$ cat src/shared/cou_pkg.sv
// Package: register map, field positions and codes for the output unit control
package cou_pkg;
    // ----------------------------------------
    // Register indices
    // ----------------------------------------
    localparam logic [3:0] ADDR_CTRL0     = 4'h0;
    localparam logic [3:0] ADDR_CTRL1     = 4'h1;
    localparam logic [3:0] ADDR_SHDN0     = 4'h2;
    localparam logic [3:0] ADDR_SHDN_SRC  = 4'h3;
    localparam logic [3:0] ADDR_RISE_DB   = 4'h4;
    localparam logic [3:0] ADDR_FALL_DB   = 4'h5;
    localparam logic [3:0] ADDR_RISE_BLK  = 4'h6;
    localparam logic [3:0] ADDR_FALL_BLK  = 4'h7;
    localparam logic [3:0] ADDR_RISE_PH   = 4'h8;
    localparam logic [3:0] ADDR_FALL_PH   = 4'h9;
    localparam logic [3:0] ADDR_STATUS    = 4'hA;
    localparam int         NUM_COUNTS     = 6;
    // ----------------------------------------
    // Field positions
    // ----------------------------------------
    localparam int CTRL0_EN_BIT   = 7;
    localparam int CTRL0_LD_BIT   = 6;
    localparam int CTRL1_RISE_DEADBAND_SOURCE_BIT = 7;
    localparam int CTRL1_FALL_DEADBAND_SOURCE_BIT = 6;
    localparam int SHDN0_ASE_BIT  = 7;
    localparam int SHDN0_ARS_BIT  = 6;
    // Writable masks; unimplemented bits read zero
    localparam logic [7:0] CTRL0_MASK  = 8'h1F;
    localparam logic [7:0] CTRL1_MASK  = 8'hCF;
    localparam logic [7:0] SHDN0_MASK  = 8'hFF;
    localparam logic [7:0] RESET_VALUE = 8'h00;
    // ----------------------------------------
    // Clock select and override codes
    // ----------------------------------------
    localparam logic [1:0] CLK_DIV4    = 2'h0;
    localparam logic [1:0] CLK_SYS     = 2'h1;
    localparam logic [1:0] CLK_FASTOSC = 2'h2;
    localparam logic [1:0] OVR_INACTIVE = 2'h0;
    localparam logic [1:0] OVR_TRISTATE = 2'h1;
    localparam logic [1:0] OVR_LOW      = 2'h2;
    localparam logic [1:0] OVR_HIGH     = 2'h3;
    localparam logic [1:0] PRESCALE_MAX = 2'h3;
endpackage

$ cat src/verilog/cou_control.sv
// Control, restart and buffer-load logic of the complementary output unit
//
// Decided for this implementation: the plain strobed port and the placing of the registers.
`default_nettype none
module cou_control
    import cou_pkg::*;
(
    input  wire logic        core_clk,
    input  wire logic        rst,
    input  wire logic [3:0]  addr,
    input  wire logic [7:0]  wr_data,
    input  wire logic        wr_en,
    input  wire logic        rd_en,
    output logic      [7:0]  rd_data,
    input  wire logic        pin_in,
    input  wire logic [6:0]  fault_src,
    input  wire logic        rise_evt_in,
    input  wire logic        fall_evt_in,
    input  wire logic        pin_as_rise,
    input  wire logic        pin_as_fall,
    input  wire logic        fast_osc_clk_unused,
    output logic             enabled,
    output logic      [2:0]  output_mode_field,
    output logic      [1:0]  clock_select,
    output logic             gen_clk_tick,
    output logic             fast_osc_keep_on,
    output logic             rise_deadband_source,
    output logic             fall_deadband_source,
    output logic      [3:0]  drive_out,
    output logic      [3:0]  drive_oe,
    output logic      [7:0]  work_rise_db,
    output logic      [7:0]  work_fall_db,
    output logic      [7:0]  work_rise_blk,
    output logic      [7:0]  work_fall_blk,
    output logic      [7:0]  work_rise_ph,
    output logic      [7:0]  work_fall_ph
);
    // ----------------------------------------
    // Synchronisers for asynchronous inputs
    // ----------------------------------------
    // Pin, fault and event inputs arrive from other logic or pins with
    // no relation to core_clk, so all of them share one two-stage chain.
    // Only the second stage is read; the first may be metastable.
    // Cost: every event and fault is seen two cycles late.
    logic [9:0] sync_a;
    logic [9:0] sync_b;
    always_ff @(posedge core_clk) begin
        if (rst) begin
            sync_a <= 10'h000;
            sync_b <= 10'h000;
        end else begin
            sync_a <= {fall_evt_in, rise_evt_in, fault_src, pin_in};
            sync_b <= sync_a;
        end
    end
    logic       pin_s;
    logic [6:0] fault_s;
    logic       rise_s;
    logic       fall_s;
    assign pin_s   = sync_b[0];
    assign fault_s = sync_b[7:1];
    assign rise_s  = sync_b[8] | (pin_as_rise & pin_s);
    assign fall_s  = sync_b[9] | (pin_as_fall & pin_s);

    // ----------------------------------------
    // Registers
    // ----------------------------------------
    logic [7:0] ctrl0;
    logic [7:0] ctrl1;
    logic [7:0] shdn0;
    logic [7:0] shdn_src;
    logic [7:0] count_reg [NUM_COUNTS];
    logic [7:0] work_buf  [NUM_COUNTS];
    logic       en_bit;
    logic       ld_bit;
    logic       shutdown_active;
    logic       auto_restart_select;
    logic       fault_any;
    logic       rise_prev;
    logic       rise_edge;
    logic       fall_prev;
    logic       evt_edge;
    logic       running;

    assign en_bit = ctrl0[CTRL0_EN_BIT];
    assign ld_bit = ctrl0[CTRL0_LD_BIT];
    assign shutdown_active    = shdn0[SHDN0_ASE_BIT];
    assign auto_restart_select  = shdn0[SHDN0_ARS_BIT];
    // Bit 0 of the source register selects the pin; the rest the other sources
    // Sources are active low; a selected source held low keeps shutdown
    // asserted every cycle, which is what makes the condition level based
    assign fault_any = |(shdn_src & ~{fault_s, pin_s});
    assign rise_edge = rise_s & ~rise_prev;
    assign evt_edge  = rise_edge | (fall_s & ~fall_prev);

    always_ff @(posedge core_clk) begin
        if (rst) begin
            rise_prev <= 1'b0;
            fall_prev <= 1'b0;
        end else begin
            rise_prev <= rise_s;
            fall_prev <= fall_s;
        end
    end

    logic ctrl0_wr;
    assign ctrl0_wr = wr_en && addr == ADDR_CTRL0;

    always_ff @(posedge core_clk) begin
        if (rst) begin
            ctrl0 <= RESET_VALUE;
        end else if (ctrl0_wr) begin
            // Load bit written one; a zero write cannot abort a pending load
            ctrl0 <= {wr_data[CTRL0_EN_BIT], wr_data[CTRL0_LD_BIT] | ld_bit, 1'b0,
                      wr_data[4:0] & CTRL0_MASK[4:0]};
        end else if (ld_bit && (evt_edge || !en_bit)) begin
            ctrl0[CTRL0_LD_BIT] <= 1'b0;
        end
    end

    always_ff @(posedge core_clk) begin
        if (rst) begin
            ctrl1 <= RESET_VALUE;
        end else if (wr_en && addr == ADDR_CTRL1) begin
            ctrl1 <= wr_data & CTRL1_MASK;
        end
    end

    always_ff @(posedge core_clk) begin
        if (rst) begin
            shdn_src <= RESET_VALUE;
        end else if (wr_en && addr == ADDR_SHDN_SRC) begin
            shdn_src <= wr_data;
        end
    end

    // Shutdown-active: hardware set wins over software clear
    // Priority order: fault or software set, then software clear, then
    // auto-clear. A clear that meets an active fault is simply lost;
    // software must read the bit back to know it took effect.
    logic sw_clear;
    logic sw_set;
    assign sw_set   = wr_en && addr == ADDR_SHDN0 && wr_data[SHDN0_ASE_BIT];
    assign sw_clear = wr_en && addr == ADDR_SHDN0 && !wr_data[SHDN0_ASE_BIT];
    always_ff @(posedge core_clk) begin
        if (rst) begin
            shdn0 <= RESET_VALUE;
        end else begin
            if (wr_en && addr == ADDR_SHDN0) begin
                shdn0[5:0]           <= wr_data[5:0];
                shdn0[SHDN0_ARS_BIT] <= wr_data[SHDN0_ARS_BIT];
            end
            if (fault_any || sw_set) begin
                shdn0[SHDN0_ASE_BIT] <= 1'b1;
            end else if (sw_clear) begin
                shdn0[SHDN0_ASE_BIT] <= 1'b0;
            end else if (auto_restart_select && shutdown_active) begin
                shdn0[SHDN0_ASE_BIT] <= 1'b0;
            end
        end
    end

    // ----------------------------------------
    // Count registers and working buffers
    // ----------------------------------------
    genvar gi;
    generate
        for (gi = 0; gi < NUM_COUNTS; gi++) begin : g_count
            always_ff @(posedge core_clk) begin
                if (rst) begin
                    count_reg[gi] <= RESET_VALUE;
                end else if (wr_en && addr == ADDR_RISE_DB + 4'(gi)) begin
                    count_reg[gi] <= wr_data;
                end
            end
            always_ff @(posedge core_clk) begin
                if (rst) begin
                    work_buf[gi] <= RESET_VALUE;
                end else if (!en_bit && wr_en && addr == ADDR_RISE_DB + 4'(gi)) begin
                    work_buf[gi] <= wr_data;
                end else if (!en_bit) begin
                    work_buf[gi] <= count_reg[gi];
                end else if (ld_bit && evt_edge) begin
                    work_buf[gi] <= count_reg[gi];
                end
            end
        end
    endgenerate

    // ----------------------------------------
    // Run state: starts in shutdown, resumes on rising event
    // ----------------------------------------
    // Cleared by disable as well, so every enable begins from the
    // override levels until the first rising edge after shutdown ends.
    always_ff @(posedge core_clk) begin
        if (rst) begin
            running <= 1'b0;
        end else if (!en_bit || shutdown_active || fault_any) begin
            running <= 1'b0;
        end else if (rise_edge) begin
            running <= 1'b1;
        end
    end

    // Generator clock tick: divide-by-four prescale for the divided setting
    logic [1:0] prescale;
    always_ff @(posedge core_clk) begin
        if (rst) begin
            prescale <= 2'h0;
        end else begin
            prescale <= prescale + 2'h1;
        end
    end

    always_ff @(posedge core_clk) begin
        if (rst) begin
            gen_clk_tick     <= 1'b0;
            fast_osc_keep_on <= 1'b0;
        end else begin
            gen_clk_tick     <= (ctrl0[4:3] == CLK_DIV4) ? (prescale == PRESCALE_MAX)
                                                         : (ctrl0[4:3] != 2'h3);
            fast_osc_keep_on <= en_bit && ctrl0[4:3] == CLK_FASTOSC;
        end
    end

    // ----------------------------------------
    // Output drive: pass-through active state or overrides
    // ----------------------------------------
    // Limitation: the active state is a stand-in for the steering path;
    // A and C follow the rising input, B and D its inverse.
    logic [3:0] next_drive_out;
    logic [3:0] next_drive_oe;
    always_comb begin
        logic [1:0] ovr;
        ovr            = 2'h0;
        next_drive_out = 4'h0;
        next_drive_oe  = 4'h0;
        for (int i = 0; i < 4; i++) begin
            ovr = (i == 0 || i == 2) ? shdn0[3:2] : shdn0[1:0];
            if (!en_bit) begin
                next_drive_out[i] = 1'b0;
                next_drive_oe[i]  = 1'b0;
            end else if (running) begin
                next_drive_oe[i]  = 1'b1;
                next_drive_out[i] = (rise_s ^ i[0]) ^ ctrl1[i];
            end else begin
                next_drive_oe[i] = 1'b1;
                case (ovr)
                    OVR_LOW:      next_drive_out[i] = 1'b0;
                    OVR_HIGH:     next_drive_out[i] = 1'b1;
                    OVR_TRISTATE: next_drive_oe[i]  = 1'b0;
                    default:      next_drive_out[i] = ctrl1[i];
                endcase
            end
        end
    end

    always_ff @(posedge core_clk) begin
        if (rst) begin
            drive_out <= 4'h0;
            drive_oe  <= 4'h0;
        end else begin
            drive_out <= next_drive_out;
            drive_oe  <= next_drive_oe;
        end
    end

    // ----------------------------------------
    // Registered configuration outputs
    // ----------------------------------------
    always_ff @(posedge core_clk) begin
        if (rst) begin
            enabled              <= 1'b0;
            output_mode_field    <= 3'h0;
            clock_select         <= 2'h0;
            rise_deadband_source <= 1'b0;
            fall_deadband_source <= 1'b0;
            work_rise_db         <= 8'h00;
            work_fall_db         <= 8'h00;
            work_rise_blk        <= 8'h00;
            work_fall_blk        <= 8'h00;
            work_rise_ph         <= 8'h00;
            work_fall_ph         <= 8'h00;
        end else begin
            enabled              <= en_bit;
            output_mode_field    <= ctrl0[2:0];
            clock_select         <= ctrl0[4:3];
            rise_deadband_source <= ctrl1[CTRL1_RISE_DEADBAND_SOURCE_BIT];
            fall_deadband_source <= ctrl1[CTRL1_FALL_DEADBAND_SOURCE_BIT];
            work_rise_db         <= work_buf[0];
            work_fall_db         <= work_buf[1];
            work_rise_blk        <= work_buf[2];
            work_fall_blk        <= work_buf[3];
            work_rise_ph         <= work_buf[4];
            work_fall_ph         <= work_buf[5];
        end
    end

    // ----------------------------------------
    // Read port: data in the cycle after the strobe
    // ----------------------------------------
    // Zero outside the read cycle so a stale value is never mistaken
    // for a fresh answer by a master that samples late.
    always_ff @(posedge core_clk) begin
        if (rst) begin
            rd_data <= 8'h00;
        end else if (rd_en) begin
            case (addr)
                ADDR_CTRL0:    rd_data <= ctrl0;
                ADDR_CTRL1:    rd_data <= ctrl1;
                ADDR_SHDN0:    rd_data <= shdn0;
                ADDR_SHDN_SRC: rd_data <= shdn_src;
                ADDR_RISE_DB,  ADDR_FALL_DB,  ADDR_RISE_BLK,
                ADDR_FALL_BLK, ADDR_RISE_PH,  ADDR_FALL_PH:
                    rd_data <= count_reg[3'(addr - ADDR_RISE_DB)];
                ADDR_STATUS:   rd_data <= {6'h00, fault_any, running};
                default:       rd_data <= 8'h00;
            endcase
        end else begin
            rd_data <= 8'h00;
        end
    end
endmodule
`default_nettype wire

$ cat config.mk
export PLATFORM = sky130hd
export DESIGN_NAME = cou_control
export DESIGN_NICKNAME = d
export VERILOG_FILES = /design/src/shared/cou_pkg.sv /design/src/verilog/cou_control.sv
export SDC_FILE = /design/constraint.sdc
export NUM_CORES = 1
export LEC_CHECK = 0
export BUFFER_PORTS_ARGS = -buffer_cell sky130_fd_sc_hd__buf_4
export CAP_MARGIN = 20
export CORE_MARGIN = 4
export CORE_UTILIZATION = 35
export DETAILED_ROUTE_END_ITERATION = 10
export SLEW_MARGIN = 20
export SYNTH_ARGS = -nofsm -noshare
export SYNTH_HDL_FRONTEND = slang
export SYNTH_SLANG_ARGS = --single-unit
$ cat constraint.sdc
create_clock -name core_clk -period 2.7 [get_ports core_clk]
set_input_delay 0.675 -clock core_clk [delete_from_list [all_inputs] [get_ports core_clk]]
set_output_delay 0.675 -clock core_clk [all_outputs]
set_load 0.05 [all_outputs]
==> out/results.tsv <==
metric	value	unit
status	complete, no violations	
p_clk_share	43.0	%
tritoncts	built	
dr.pass1.iters	5	
antennaDiodeCount	0	
r2r-start	sync_b[0]	
tns	0	ps
wirelength	22100	um
sw_frac_of_total	23.3	%
post-cts-setup-buffers	0	
ys_seq_area_share	60.9	%
ctsHoldBuffers	0	
setup_violations	0	
yosys_warnings	0	
grt.total_usage	15.1	%
yosys_register_bits	222	
synth_top_cell_area_share	32.5	%
min_to	sync_a[9]	
chipHeight	167	um
power_density	715	nW/um^2
required	2940	ps
max_slew_margin	45.9	%
post-place-cells	1123	
ctsHtreeMaxLevel	1	
drtIter0Drc	513	
ant_nets	0	
ios	103	
hp-class	in -> reg	
antenna_found_initial	0	
core_area	25000	sq um
nFillCells	2383	
synth_fp_nets	747	
synth_cell_types	62	
dp_slack	353	ps
port_buffers	101	
grt_pass1_vias	5457	
viasPerCell	4.98	
endpoint_kind	flop	
slew_violations	0	
postSynthAreaPerCell	12.4	sq um
insertion_delay	510	ps
synthFlopType	dfxtp_1	
grt_setup_unrepaired	no	
drt-wirelength-per-cell	19.0	um
nets	849	
top_layer	met4	
path_clk_slew	60	ps
dieArea	28000	sq um
crit_type	reg -> reg	
timing.rr.end	work_buf[3][1]	
fin_crit	1910	ps
hpwl	15400	um
p_leak	4.06	nW
grt_pass1_wl	33100	um
grt-ovfl-total	0	
sequentialPowerShare	48.6	%
synth_area	8880	sq um
fp.dieW	167	um
p_sw	0.00179	W
cp.arrival	2160	ps
async_flop_share	0	%
cts-resized-gates	0	
numClockSinks	222	
min_period_over_period	70.9	%
maxCapViolations	0	
place_congestion	0.815	
netlist_instances	717	
grt_start_max_net_pins	44	
root_buffer	clkbuf_16	
power_frac_comb	8.4	%
dr_wl_met3	1380	um
vias	5806	
ir_drop	0.345	mV
wl_met1	9900	um
drc	0	
synth.largest_area_cell	edfxtp_1	
worst_pin_slew	805	ps
reg2reg_depth	5	
cts.path.max_buffers	3	
finalHoldViolCount	0	
cts_buffers	24	
area_growth_syn_to_layout	21.1	%
synth_top_cells_by_count	dfxtp_1 (126), edfxtp_1 (96), nor2b_1 (79)	
worst_slack	785	ps
wl_met2	10500	um
crit_path_max_fanout	24	
hold_depth	2	
start_util	35.5	%
skew	13.1	ps
min_from	fall_evt_in	
ff2ff_setup_slack	790	ps
instances_no_fill	1167	
synth_edf_count	96	
crit_path_start_kind	flop	
synth.most_common_cell	dfxtp_1	
max_freq	522	MHz
rows	58	
synthTopCellsByArea	edfxtp_1 (32%), dfxtp_1 (28%), nor2b_1 (5.6%)	
final_layout_size_suffix_gt1_share	25.0	%
p_int	0.00589	W
-- power by group through the flow --
stage                     Clock (W)  Sequential, W  Combinational [W]
after floorplan                   0        0.00391           0.000307
after global placement            0        0.00381           0.000641
after detailed placement          0        0.00381           0.000644
after CTS                   0.00338        0.00374           0.000647
after global routing        0.00350        0.00375           0.000685
final                       0.00330        0.00374           0.000644
-- layout by cell type, fill, tap and decap left out, types with 6 or more instances in the layout --
master,synthesis,layout
a32o_1,32,32
a21oi_1,43,43
and2_1,48,48
o22ai_1,6,6
inv_1,11,11
nand2b_1,6,6
mux2_2,6,6
clkbuf_16,0,26
dfxtp_1,126,126
o21ai_0,17,17
edfxtp_1,96,96
nor2b_1,79,79
mux4_2,13,13
buf_4,9,124
a22o_1,9,9
nand3_1,22,22
nor2_1,27,27
mux2i_1,16,16
nand2_1,44,44
-- cells by family after synthesis --
| logic type | after synthesis | synth area share, % |
|---|---|---|
| mux | 35 | 5.86 |
| flops | 222 | 60.9 |
| fa+ha+maj | 1 | 0.141 |
| simple gates | 270 | 18.8 |
| buf+inv | 61 | 3.93 |
| compound gates | 128 | 10.4 |
-- worst max path at each step --
stage,slack (ps),end,from,cells after the start
after CTS,780,work_buf[3][1],sync_b[0],5
after global routing,680,work_buf[3][1],sync_b[0],5
after floorplan,700,count_reg[0][0],addr[3],4
after global placement,350,work_buf[4][3],addr[2],6
after detailed placement,350,work_buf[4][1],addr[2],6
final,790,work_buf[3][1],sync_b[0],5
-- per-stage QoR --
stage          instance area, sq um  hold WS [ps]  util [%]  total power, W
2_1_floorplan                  8880           399         -         0.00421
3_3_place_gp                   9940           407      39.7         0.00445
3_5_place_dp                   9940           417      39.7         0.00445
4_1_cts                       10800           350      42.9         0.00777
5_1_grt                       10800           365      42.9         0.00794
6_report                      10800           370      42.9         0.00769
-- critical path: stages (launching register included) --
cell and delay (ps):
dfxtp_1 400, a21oi_4 250, o32ai_2 120, or2_1 360, buf_12 220, a32o_1 280
-- layer usage --
| metal | global-route usage [%] | vias up |
|---|---|---|
| li1 | - | 2774 |
| met4 | 3.71 | 0 |
| met3 | 2.08 | 32 |
| met5 | 0 | - |
| met1 | 21.5 | 2802 |
| met2 | 24.6 | 198 |
-- cell type report --
type / instances / area [sq um] / area share [%]
Timing Repair Buffer: 125 / 951 / 8.85
Sequential cell: 222 / 5410 / 50.3
Clock inverter: 13 / 121 / 1.13
Clock buffer: 31 / 689 / 6.41
Multi-Input combinational cell: 434 / 3130 / 29.1
Tap cell: 330 / 413 / 3.84
Inverter: 12 / 45.0 / 0.419
Power figures use the tool's default switching activity.
